## config.mk

```make
export PLATFORM = sky130hd
export DESIGN_NAME = ipdl_link
export DESIGN_NICKNAME = d
export VERILOG_FILES = /design/src/verilog/ipdl_pkg.sv /design/src/verilog/ipdl_link.sv
export SDC_FILE = /design/constraint.sdc
export NUM_CORES = 1
export LEC_CHECK = 0
export ABC_AREA = 1
export ABC_CLOCK_PERIOD_IN_PS = 1900
export BUFFER_PORTS_ARGS = -buffer_cell sky130_fd_sc_hd__clkbuf_2
export CAP_MARGIN = 5
export CORE_ASPECT_RATIO = 1.4
export CORE_MARGIN = 2
export CORE_UTILIZATION = 54
export CTS_CLUSTER_DIAMETER = 100
export DETAILED_ROUTE_END_ITERATION = 8
export PLACE_DENSITY = 0.77
export SLEW_MARGIN = 40
export SYNTH_ARGS = -nofsm -noshare
export SYNTH_HDL_FRONTEND = slang
export SYNTH_SLANG_ARGS = --single-unit
```

## constraint.sdc

```tcl
create_clock -name clock -period 1.9 [get_ports clock]
set_input_delay 0.38 -clock clock [delete_from_list [all_inputs] [get_ports clock]]
set_output_delay 0.38 -clock clock [all_outputs]
set_load 0.01 [all_outputs]
```

## src/verilog/ipdl_pkg.sv

```systemverilog
// Shared constants and carrier types of the interprocessor DMA link.
package ipdl_pkg;

    // ------------------------------------------------------------------
    // Register byte offsets on the register bus
    // ------------------------------------------------------------------
    localparam logic [7:0] IPDL_ADR_WORD_COUNT = 8'h00;
    localparam logic [7:0] IPDL_ADR_BUS_ADDR   = 8'h04;
    localparam logic [7:0] IPDL_ADR_CTRL       = 8'h08;
    localparam logic [7:0] IPDL_ADR_DATA       = 8'h0c;

    // ------------------------------------------------------------------
    // Control and status field positions
    // ------------------------------------------------------------------
    localparam int IPDL_CSR_GO      = 0;
    localparam int IPDL_CSR_FN_LO   = 1;
    localparam int IPDL_CSR_XBA_LO  = 4;
    localparam int IPDL_CSR_IE      = 6;
    localparam int IPDL_CSR_READY   = 7;
    localparam int IPDL_CSR_CYCLE   = 8;
    localparam int IPDL_CSR_STAT_LO = 9;
    localparam int IPDL_CSR_ATTENTION_FLAG    = 13;
    localparam int IPDL_CSR_ERROR   = 15;

    // ------------------------------------------------------------------
    // Values after reset and fixed steps
    // ------------------------------------------------------------------
    localparam logic        IPDL_RST_READY = 1'b1;
    localparam logic [15:0] IPDL_RST_WORD  = 16'h0000;
    localparam logic [2:0]  IPDL_RST_FN    = 3'h0;
    localparam logic [1:0]  IPDL_RST_XBA   = 2'h0;
    localparam logic [17:0] IPDL_ADDR_STEP = 18'h00002;
    localparam logic [15:0] IPDL_WC_STEP   = 16'h0001;

    // ------------------------------------------------------------------
    // Carrier types
    // ------------------------------------------------------------------
    // Host memory request issued while the bus is owned.
    typedef struct packed {
        logic [17:0] addr;
        logic        we;
        logic [15:0] wdata;
    } ipdl_mem_req_t;

    // Cable signals seen from either end.
    typedef struct packed {
        logic        busy;
        logic [2:0]  fn;
        logic        power_low;
        logic [15:0] data;
    } ipdl_link_t;

    // DMA sequencer states.
    typedef enum logic [3:0] {
        IPDL_ST_IDLE = 4'b0001,
        IPDL_ST_REQ  = 4'b0010,
        IPDL_ST_XFER = 4'b0100,
        IPDL_ST_HOLD = 4'b1000
    } ipdl_state_t;

endpackage

```

## src/verilog/ipdl_link.sv

```systemverilog
// Link-mode DMA interface with its register slave and cable logic.
//
// Our own choices: the register addresses and the Wishbone interface to the registers.

module ipdl_link
    import ipdl_pkg::*;
(
    // Clock and reset
    input  wire logic          clock,
    input  wire logic          rst_n,
    // Register bus slave
    input  wire logic          wb_cyc_i,
    input  wire logic          wb_stb_i,
    input  wire logic          wb_we_i,
    input  wire logic [7:0]    wb_adr_i,
    input  wire logic [3:0]    wb_sel_i,
    input  wire logic [31:0]   wb_dat_i,
    output logic      [31:0]   wb_dat_o,
    output logic               wb_ack_o,
    // Host bus mastering
    output logic               dma_req_o,
    input  wire logic          dma_gnt_i,
    output logic               mem_valid_o,
    output ipdl_mem_req_t      mem_req_o,
    input  wire logic          mem_ack_i,
    input  wire logic [15:0]   mem_rdata_i,
    // Host status and interrupt
    input  wire logic          power_fail_i,
    output logic               irq_o,
    // Cable to the partner
    input  wire ipdl_link_t    link_i,
    output ipdl_link_t         link_o
);

    // ------------------------------------------------------------------
    // Helpers
    // ------------------------------------------------------------------
    // Merges a 16-bit write under the two low byte lanes.
    function automatic logic [15:0] merge16(input logic [15:0] old_v,
                                            input logic [31:0] new_v,
                                            input logic [3:0]  sel);
        logic [15:0] res;
        res = old_v;
        if (sel[0]) begin
            res[7:0] = new_v[7:0];
        end
        if (sel[1]) begin
            res[15:8] = new_v[15:8];
        end
        return res;
    endfunction

    // ------------------------------------------------------------------
    // Declarations
    // ------------------------------------------------------------------
    ipdl_link_t    link_s1_r;
    ipdl_link_t    link_s2_r;
    logic          busy_prev_r;
    logic          fn2_prev_r;
    logic          pf_s1_r;
    logic          pf_s2_r;
    logic [15:0]   wc_r;
    logic [15:0]   ba_r;
    logic [15:0]   odr_r;
    logic [2:0]    fn_r;
    logic [1:0]    xba_r;
    logic          ie_r;
    logic          ready_r;
    logic          cycle_r;
    logic          attention_flag_r;
    logic          armed_r;
    logic          burst_r;
    logic          busy_r;
    ipdl_state_t   state_r;
    logic          wb_req;
    logic          wr_ctrl;
    logic          wr_wc;
    logic          wr_ba;
    logic          wr_data;
    logic          go_wr;
    logic          req_edge;
    logic          grant_start;
    logic          hold_start;
    logic          word_done;
    logic          word_count_overflow;
    logic [15:0]   wc_nxt;
    logic [17:0]   addr_nxt;
    logic [15:0]   csr_view;
    logic [15:0]   ctrl_wr;
    logic [15:0]   ba_merge;

    // ------------------------------------------------------------------
    // Input synchronisers
    // ------------------------------------------------------------------
    // Cable and power-fail levels come from another machine, so each passes
    // two flops; the data word is only sampled well after the busy edge.
    always_ff @(posedge clock) begin
        if (!rst_n) begin
            link_s1_r <= '0;
            link_s2_r <= '0;
            pf_s1_r   <= 1'b0;
            pf_s2_r   <= 1'b0;
        end else begin
            link_s1_r <= link_i;
            link_s2_r <= link_s1_r;
            pf_s1_r   <= power_fail_i;
            pf_s2_r   <= pf_s1_r;
        end
    end

    // Delayed copies for edge detection on the settled side only.
    always_ff @(posedge clock) begin
        if (!rst_n) begin
            busy_prev_r <= 1'b0;
            fn2_prev_r  <= 1'b0;
        end else begin
            busy_prev_r <= link_s2_r.busy;
            fn2_prev_r  <= link_s2_r.fn[1];
        end
    end

    // ------------------------------------------------------------------
    // Bus decode and event terms
    // ------------------------------------------------------------------
    // A request is answered once; the ack flop masks the second cycle.
    assign wb_req  = wb_cyc_i && wb_stb_i && !wb_ack_o;
    assign wr_ctrl = wb_req && wb_we_i && (wb_adr_i == IPDL_ADR_CTRL);
    assign wr_wc   = wb_req && wb_we_i && (wb_adr_i == IPDL_ADR_WORD_COUNT);
    assign wr_ba   = wb_req && wb_we_i && (wb_adr_i == IPDL_ADR_BUS_ADDR);
    assign wr_data = wb_req && wb_we_i && (wb_adr_i == IPDL_ADR_DATA);
    assign ctrl_wr = merge16(csr_view, wb_dat_i, wb_sel_i);
    assign go_wr   = wr_ctrl && wb_sel_i[0] && ctrl_wr[IPDL_CSR_GO];
    assign ba_merge = merge16(ba_r, wb_dat_i, wb_sel_i);

    // The partner dropping busy is its request for our next cycle.
    assign req_edge    = busy_prev_r && !link_s2_r.busy;
    assign grant_start = (state_r == IPDL_ST_REQ) && dma_gnt_i;
    assign hold_start  = (state_r == IPDL_ST_HOLD) && cycle_r;
    assign word_done   = (state_r == IPDL_ST_XFER) && mem_ack_i;
    assign wc_nxt      = wc_r + IPDL_WC_STEP;
    assign word_count_overflow        = word_done && (wc_nxt == IPDL_RST_WORD);
    assign addr_nxt    = {xba_r, ba_r} + IPDL_ADDR_STEP;

    // Readback of the control register; status bits mirror the partner.
    always_comb begin
        csr_view = '0;
        csr_view[IPDL_CSR_FN_LO +: 3]   = fn_r;
        csr_view[IPDL_CSR_XBA_LO +: 2]  = xba_r;
        csr_view[IPDL_CSR_IE]           = ie_r;
        csr_view[IPDL_CSR_READY]        = ready_r;
        csr_view[IPDL_CSR_CYCLE]        = cycle_r;
        csr_view[IPDL_CSR_STAT_LO +: 3] = link_s2_r.fn;
        csr_view[IPDL_CSR_ATTENTION_FLAG]         = attention_flag_r;
        csr_view[IPDL_CSR_ERROR]        = attention_flag_r;
    end

    // ------------------------------------------------------------------
    // Register bus answer
    // ------------------------------------------------------------------
    // Every address answers in one cycle; unmapped offsets read zero.
    always_ff @(posedge clock) begin
        if (!rst_n) begin
            wb_ack_o <= 1'b0;
            wb_dat_o <= '0;
        end else begin
            wb_ack_o <= wb_req;
            wb_dat_o <= '0;
            if (wb_req && !wb_we_i) begin
                unique case (wb_adr_i)
                    IPDL_ADR_WORD_COUNT: wb_dat_o <= {16'h0000, wc_r};
                    IPDL_ADR_BUS_ADDR:   wb_dat_o <= {16'h0000, ba_r};
                    IPDL_ADR_CTRL:       wb_dat_o <= {16'h0000, csr_view};
                    IPDL_ADR_DATA:       wb_dat_o <= {16'h0000, link_s2_r.data};
                    default:             wb_dat_o <= '0;
                endcase
            end
        end
    end

    // ------------------------------------------------------------------
    // Software-owned control fields
    // ------------------------------------------------------------------
    // Direction and transfer style are plain software bits; software keeps
    // them opposite or matched per end as the link setup needs.
    always_ff @(posedge clock) begin
        if (!rst_n) begin
            fn_r <= IPDL_RST_FN;
            ie_r <= 1'b0;
        end else if (wr_ctrl && wb_sel_i[0]) begin
            fn_r <= ctrl_wr[IPDL_CSR_FN_LO +: 3];
            ie_r <= ctrl_wr[IPDL_CSR_IE];
        end
    end

    // Go alone arms the engine and clears ready but moves no data.
    always_ff @(posedge clock) begin
        if (!rst_n) begin
            armed_r <= 1'b0;
        end else if (go_wr) begin
            armed_r <= 1'b1;
        end else if (word_count_overflow) begin
            armed_r <= 1'b0;
        end
    end

    // Ready clears on go; overflow or a partner interrupt request sets it,
    // and a set in the same cycle as go wins so no event is lost.
    always_ff @(posedge clock) begin
        if (!rst_n) begin
            ready_r <= IPDL_RST_READY;
        end else if (word_count_overflow || (link_s2_r.fn[1] && !fn2_prev_r)) begin
            ready_r <= 1'b1;
        end else if (go_wr) begin
            ready_r <= 1'b0;
        end
    end

    // Cycle bit: software start with go, partner request edge, cleared as
    // the bus cycle begins; a request edge beats the clear.
    always_ff @(posedge clock) begin
        if (!rst_n) begin
            cycle_r <= 1'b0;
        end else if (req_edge && armed_r) begin
            cycle_r <= 1'b1;
        end else if (go_wr && wb_sel_i[1] && ctrl_wr[IPDL_CSR_CYCLE]) begin
            cycle_r <= 1'b1;
        end else if (grant_start || hold_start) begin
            cycle_r <= 1'b0;
        end
    end

    // Attention follows the partner's interrupt request or power-low line;
    // a zero write clears it only once both have gone away.
    always_ff @(posedge clock) begin
        if (!rst_n) begin
            attention_flag_r <= 1'b0;
        end else if (link_s2_r.fn[1] || link_s2_r.power_low) begin
            attention_flag_r <= 1'b1;
        end else if (wr_ctrl && wb_sel_i[1] && !ctrl_wr[IPDL_CSR_ATTENTION_FLAG]) begin
            attention_flag_r <= 1'b0;
        end
    end

    // Interrupt line is error gated by the enable bit.
    always_ff @(posedge clock) begin
        if (!rst_n) begin
            irq_o <= 1'b0;
        end else begin
            irq_o <= attention_flag_r && ie_r;
        end
    end

    // ------------------------------------------------------------------
    // Word count and bus address
    // ------------------------------------------------------------------
    // The count steps on every word; the cable has no external enable.
    always_ff @(posedge clock) begin
        if (!rst_n) begin
            wc_r <= IPDL_RST_WORD;
        end else if (word_done) begin
            wc_r <= wc_nxt;
        end else if (wr_wc) begin
            wc_r <= merge16(wc_r, wb_dat_i, wb_sel_i);
        end
    end

    // Addresses stay even so only whole words cross the link; the carry
    // rolls into the two extension bits.
    always_ff @(posedge clock) begin
        if (!rst_n) begin
            ba_r  <= IPDL_RST_WORD;
            xba_r <= IPDL_RST_XBA;
        end else if (word_done) begin
            ba_r  <= {addr_nxt[15:1], 1'b0};
            xba_r <= addr_nxt[17:16];
        end else begin
            if (wr_ba) begin
                ba_r <= {ba_merge[15:1], 1'b0};
            end
            if (wr_ctrl && wb_sel_i[0]) begin
                xba_r <= ctrl_wr[IPDL_CSR_XBA_LO +: 2];
            end
        end
    end

    // ------------------------------------------------------------------
    // Output data register
    // ------------------------------------------------------------------
    // Software loads it in word mode; the transmitter's fetch loads it in
    // block and burst modes, and the fetch takes precedence.
    always_ff @(posedge clock) begin
        if (!rst_n) begin
            odr_r <= IPDL_RST_WORD;
        end else if (word_done && !fn_r[0]) begin
            odr_r <= mem_rdata_i;
        end else if (wr_data) begin
            odr_r <= merge16(odr_r, wb_dat_i, wb_sel_i);
        end
    end

    // ------------------------------------------------------------------
    // DMA sequencer
    // ------------------------------------------------------------------
    // Block mode asks for the bus per word and releases it after; burst
    // mode keeps the request up between words until overflow.
    always_ff @(posedge clock) begin
        if (!rst_n) begin
            state_r     <= IPDL_ST_IDLE;
            dma_req_o   <= 1'b0;
            mem_valid_o <= 1'b0;
            mem_req_o   <= '0;
        end else begin
            unique case (state_r)
                IPDL_ST_IDLE: begin
                    if (cycle_r && armed_r) begin
                        dma_req_o <= 1'b1;
                        state_r   <= IPDL_ST_REQ;
                    end
                end
                IPDL_ST_REQ: begin
                    if (dma_gnt_i) begin
                        // Direction bit picks read for sender, write for receiver.
                        mem_valid_o     <= 1'b1;
                        mem_req_o.addr  <= {xba_r, ba_r[15:1], 1'b0};
                        mem_req_o.we    <= fn_r[0];
                        mem_req_o.wdata <= link_s2_r.data;
                        state_r         <= IPDL_ST_XFER;
                    end
                end
                IPDL_ST_XFER: begin
                    if (mem_ack_i) begin
                        mem_valid_o <= 1'b0;
                        if (word_count_overflow) begin
                            dma_req_o <= 1'b0;
                            state_r   <= IPDL_ST_IDLE;
                        end else if (burst_r) begin
                            state_r   <= IPDL_ST_HOLD;
                        end else begin
                            dma_req_o <= 1'b0;
                            state_r   <= IPDL_ST_IDLE;
                        end
                    end
                end
                IPDL_ST_HOLD: begin
                    // Bus stays owned; the next handshake starts the word.
                    if (cycle_r) begin
                        mem_valid_o     <= 1'b1;
                        mem_req_o.addr  <= {xba_r, ba_r[15:1], 1'b0};
                        mem_req_o.we    <= fn_r[0];
                        mem_req_o.wdata <= link_s2_r.data;
                        state_r         <= IPDL_ST_XFER;
                    end
                end
            endcase
        end
    end

    // Burst flop: a cleared style bit at both ends requests burst; it sets on
    // the first granted cycle and clears in the overflow cycle.
    always_ff @(posedge clock) begin
        if (!rst_n) begin
            burst_r <= 1'b0;
        end else if (word_count_overflow) begin
            burst_r <= 1'b0;
        end else if (grant_start && !link_s2_r.fn[2] && !fn_r[2]) begin
            burst_r <= 1'b1;
        end
    end

    // Busy rises as our cycle starts and falls once the word is moved;
    // the partner reads the fall as its cycle request.
    always_ff @(posedge clock) begin
        if (!rst_n) begin
            busy_r <= 1'b0;
        end else if (word_done) begin
            busy_r <= 1'b0;
        end else if (grant_start || hold_start) begin
            busy_r <= 1'b1;
        end
    end

    // ------------------------------------------------------------------
    // Cable outputs
    // ------------------------------------------------------------------
    // Everything driven to the partner comes from a flop.
    always_ff @(posedge clock) begin
        if (!rst_n) begin
            link_o <= '0;
        end else begin
            link_o.busy      <= busy_r;
            link_o.fn        <= fn_r;
            link_o.power_low <= pf_s2_r;
            link_o.data      <= odr_r;
        end
    end

endmodule

```

Word level (Yosys, flattened, before mapping)
Cells that the tools add are included.
- add/sub/neg operators: 2
- $mul: 0
- divide/modulo/power cells: 0
- $lt $le $gt $ge: 0
- equal/unequal tests: 12
- shift-type cells: 0
- multiplexer cells: 40
- bitwise logic cells: 1
- reductions and logical operators: 69
- operators with widths (kind ; count):
    $mux 16 ; 6
    $mux 35 ; 2
    $pmux 35 s2 ; 1
    $pmux 16 s4 ; 1
    $logic_and 1x1->1 ; 26
    $mux 4 ; 6
    $mux 8 ; 3
    $reduce_bool 2->1 ; 12
    $add 18x2->18 const B ; 1
    $reduce_and 2->1 ; 9
    $add 16x1->16 const B ; 1
    $eq 8x4->1 const B ; 2
    $logic_not 16->1 ; 1
    $pmux 4 s4 ; 1
    $mux 1 ; 14
    $mux 6 ; 2
    $reduce_and 4->1 ; 3
    $eq 8x3->1 const B ; 1
    $logic_not 1->1 ; 8
    $logic_not 8->1 ; 1
    $ne 2x2->1 const B ; 4
    $reduce_bool 3->1 ; 2
    $reduce_or 2->1 ; 3
    $eq 4x1->1 const B ; 1
    10 further kinds ; 13
- register bits after elaboration: 201
- latch bits: 0
- bits in writable memories: 0
- bits in read-only memories: 0
- input port bits: 89
- output and inout bits: 92
- logic and storage cells: 164
- memories kept: 0

Logic depth before layout (Yosys ltp)
- depth after elaboration: 10
- depth in mapped cells: 14
- depth with buffers taken out: 14

Worst setup path after synthesis
Ideal clock, no wire load.
- kind: reg-to-reg
- from: reg wc_r[0]
- to: reg dma_req_o
- setup time: 0.114 ns
- data arrival time: 1.611 ns
- data required time: 1.786 ns
- path slack: 0.175 ns
- stages on the path, launching flop included: 13
- buffers on the path: 0
- clock period less this slack: 1.725 ns
- cell sequence: dfxtp_1 -> ha_1 -> nand3_2 -> nor2_4 -> nand2_1 -> xor2_1 -> nand3_1 -> nor2_2 -> nand2_2 -> nand2_2 -> nand2_2 -> nand2_2 -> a21oi_2
- cells in the longest elaborated chain, start to end: 6
- elaborated cells on any way between the ends: 8
- classes of those cells: add/sub: 1; eq/ne: 1; mux: 3; reduce/logical: 3
- ends and longest elaborated chain (item ; line ; text):
    start: declaration ; ipdl_link.sv:62 ; logic [15:0] wc_r;
    start signal: assignment ; ipdl_link.sv:261 ; wc_r <= wc_nxt;
    start signal: assignment ; ipdl_link.sv:263 ; wc_r <= merge16(wc_r, wb_dat_i, wb_sel_i);
    $add 16x1->16 (*) ; ipdl_link.sv:140 ; assign wc_nxt = wc_r + IPDL_WC_STEP;
    $logic_not 16->1 (*) ; ipdl_link.sv:141 ; assign word_count_overflow = word_done && (wc_nxt == IPDL_RST_WORD);
    $logic_and 1x1->1 (*) ; ipdl_link.sv:141 ;
    $mux 1 ; ipdl_link.sv:333 ; if (word_count_overflow) begin
    $mux 1 ; ipdl_link.sv:331 ; if (mem_ack_i) begin
    $pmux 1 s2 ; ipdl_link.sv:313 ; unique case (state_r)
    end signal: assignment ; ipdl_link.sv:316 ; dma_req_o <= 1'b1;
    end signal: assignment ; ipdl_link.sv:334 ; dma_req_o <= 1'b0;
    end signal: assignment ; ipdl_link.sv:339 ; dma_req_o <= 1'b0;
    end: declaration ; ipdl_link.sv:21 ; output logic dma_req_o,
Every way passes the cells marked *; elsewhere a longest branch is shown, timed or not. The select of a mux whose other input is x is not followed.
A chain may end at the register's enable or synchronous reset.

Final worst setup path
- from: reg wc_r[6]
- to: reg dma_req_o
The elaborated chain is that of the path after synthesis.

==> results.yml <==
outcome:
  outcome: "completed"
layout:
  drive_gt1_share_pct: 23.35
  area_growth_pct: 22.43
  final_area_um2: 9330
  final_nets: 1245
  antenna_cells: 0
  final_util_pct: 67.38
worst_hold_path:
  min_to: "link_s1_r[0]"
  hold_path_depth: 3
  hold_path.startpoint: "link_i[0]"
  hold_class: "primary input to flip-flop"
timing:
  layout_min_cycle_time_ns: 1.885
  slew_headroom_pct: 61.35
  rsz0062_at_grt: "true"
  maxSlewViolCount: 0
  setup_viol: 0
  period_share_pct: 99.23
  hold_viol: 0
  worst_pin_slew_ns: 0.5797
  max_freq_mhz: 530.4
  finalClockSkew_ns: 0.008223
  tns_ns: 0
yosys:
  yosysTopAreaCell: "dfxtp_1"
  yosysMostFrequentCell: "nand2_1"
  synth_area_leaders: "dfxtp_1 48%, nand2_1 10%, o21ai_0 6.8%, inv_1 6.4%, nor2_1 3.5%"
  yosys_most_used_dff: "dfxtp_1"
  synth_cell_types: 52
  synth_seq_cells: 184
  postSynth.asyncResetShare_pct: 0
  avgSynthCellArea_um2: 7.698
  yosysSeqAreaShare_pct: 48.33
  synth_area_um2: 7621
  netlist.area_leader.share_pct: 48.33
  yosys_warnings: 0
  synth-edff-count: 0
  synthCells: 990
  synth_commonest_cells: "213 x nand2_1, 184 x dfxtp_1, 130 x inv_1"
die:
  dieHeight_um: 144.6
  io_pins: 181
  fp-row-count: 51
  dieArea_um2: 15090
  die_w_um: 104.4
  start_util_pct: 55.04
  coreArea_um2: 13850
critical_path:
  crit_path_start_kind: "flip-flop"
  reg2reg_from: "wc_r[6]"
  cp.required_ns: 2.22
  crit_fanout: 5
  r2r_slack_ns: 0.01
  critical_path_class: "flip-flop to flip-flop"
  crit_start: "wc_r[6]"
  worstPathArrival_ns: 2.21
  cp-end-kind: "flip-flop"
  reg2reg_depth: 13
  r2r-end: "dma_req_o"
flow_run:
  maxCapViolCount: 0
cts:
  cts_tree: "done"
  cts_max_path_buffers: 2
  ctsRootBufferMaster: "clkbuf_16"
  clock_sinks: 184
  clkLatencyLatePin_ns: 0.43
  clkTransAtPathRegs_ns: 0.07
  numCtsBuffers: 17
  h-tree-depth: 4
detailed_routing:
  drt_pass1_iterations: 6
  first_iter_violations: 629
  vias_per_cell: 5.285
  num_vias: 7135
  wire_per_inst_um: 15.23
  drc_errors: 0
  detail-route-antenna-nets: 0
  wl_um: 20560
placed_design:
  dpl-instance-area_um2: 8601
  numPortBuffers: 145
  place.gp.congestion: 0.9213
  dp_hpwl_um: 14660
grt:
  antenna_found_initial: 0
  grt_pass1_wl_um: 31150
  grt_pass1_vias: 6397
  grt_max_degree: 157
  gr-total-overflow: 0
  grtUsageTotal_pct: 26.61
pwr:
  clkPwrFrac_pct: 45.9
  p_sw_mw: 1.785
  power.density_nw_per_um2: 853.4
  p_seq_share_pct: 49.7
  p_int_mw: 6.177
  swShare_pct: 22.42
  pwr-share-comb_pct: 4.4
  leakage_nw: 4.517
  max-vdd-ir-drop_v: 0.0005978
power groups by stage:
stage,combinational (mW),sequential (mW),clock (mW)
final,0.350,3.96,3.65
after global routing,0.386,3.96,3.87
after CTS,0.347,3.96,3.69
after detailed placement,0.343,4.04,0
after global placement,0.339,4.04,0
after floorplan,0.206,4.04,0
worst max path at each step:
stage	slack [ns]	end
2_1_floorplan	0.17	dma_req_o
3_3_place_gp	0.04	dma_req_o
3_5_place_dp	-0.04	odr_r[13]
4_1_cts	0.02	dma_req_o
5_1_grt	-0.15	xba_r[1]
6_report	0.01	dma_req_o
what timing repair did:
action / in CTS / in global routing
endpoints found under the hold margin: 0 / 0
cloned: 0 / 1
buffers inserted: 1 / 3
endpoints found under the setup margin: 1 / 31
pin swaps: 1 / 5
hold buffers: 0 / 0
resized for setup: 1 / 17
final cells by class:
type,instances,area [µm²]
inverter,140,528.0
timing repair inverter,1,7.507
sequential,184,3689
clock inverter,12,166.4
timing repair buffer,185,1095
tap,185,231.5
fill,1151,4517
multi-input combinational,624,3171
clock buffer,19,442.9
placed cells by master, fill, tap and decap left out, types with 9 or more instances in the layout:
cell type and n:
nand2_1 213, dfxtp_1 180, clkbuf_2 144, inv_1 129
o21ai_0 104, nor2_1 69, a21oi_1 50, a31oi_1 39
buf_4 35, nand3_1 26, conb_1 17, clkbuf_16 17
a22oi_1 11, nand4_1 9
state kept, by name, summed over array words and instances (netlist names), 2 cells and up:
signal / flops
mem_req_o: 34
link_o: 21
link_s1_r: 21
link_s2_r: 18
odr_r: 16
wb_dat_o: 16
wc_r: 16
ba_r: 15
state_r: 4
csr_view: 3
fn_r: 3
xba_r: 2
cells by family after synthesis:
family / Yosys count / synth area share, %
xor gates and xnor gates: 8 / 1.018
buffers and inverters: 198 / 11.49
and+or+nand+nor: 361 / 21.01
AOI/OAI and AO/OA: 235 / 17.60
other: 1 / 0.04921
adders and majority gates: 3 / 0.4926
DFF: 184 / 48.33
metrics by stage:
| step | instances | power [mW] | hold WS [ns] | worst slack [ns] |
|---|---|---|---|---|
| finish | 1350 | 7.962 | 0.1250 | 0.01472 |
| global route | 1350 | 8.219 | 0.1288 | -0.1509 |
| CTS | 1346 | 7.999 | 0.1159 | 0.01809 |
| detailed placement | 1314 | 4.387 | 0.3953 | -0.03966 |
| global placement | 1314 | 4.383 | 0.3927 | 0.03977 |
| floorplan | 1006 | 4.248 | 0.3905 | 0.1749 |
per-layer routing:
| metal | vias to the layer above | global-route usage [%] | part of all wire (%) |
|---|---|---|---|
| met3 | 82 | 3.966 | 6.2 |
| li1 | 3501 | - | - |
| met1 | 3214 | 30.88 | 38 |
| met4 | 0 | 15.72 | 5.1 |
| met5 | - | 0 | 0 |
| met2 | 338 | 46.68 | 50 |
worst max-delay path, cell delays in order, from the launching register on:
cell	delay [ns]
dfxtp_1	0.47
nand2_1	0.13
nor2_1	0.23
nand3_1	0.11
nand2_1	0.07
nand2_1	0.08
nor2_2	0.15
nand2_1	0.10
nor2_4	0.14
nand2_2	0.07
nand2_2	0.06
nand2_2	0.06
nand2_2	0.07
a21oi_2	0.04
No activity file was read; power rests on OpenSTA's default activity.
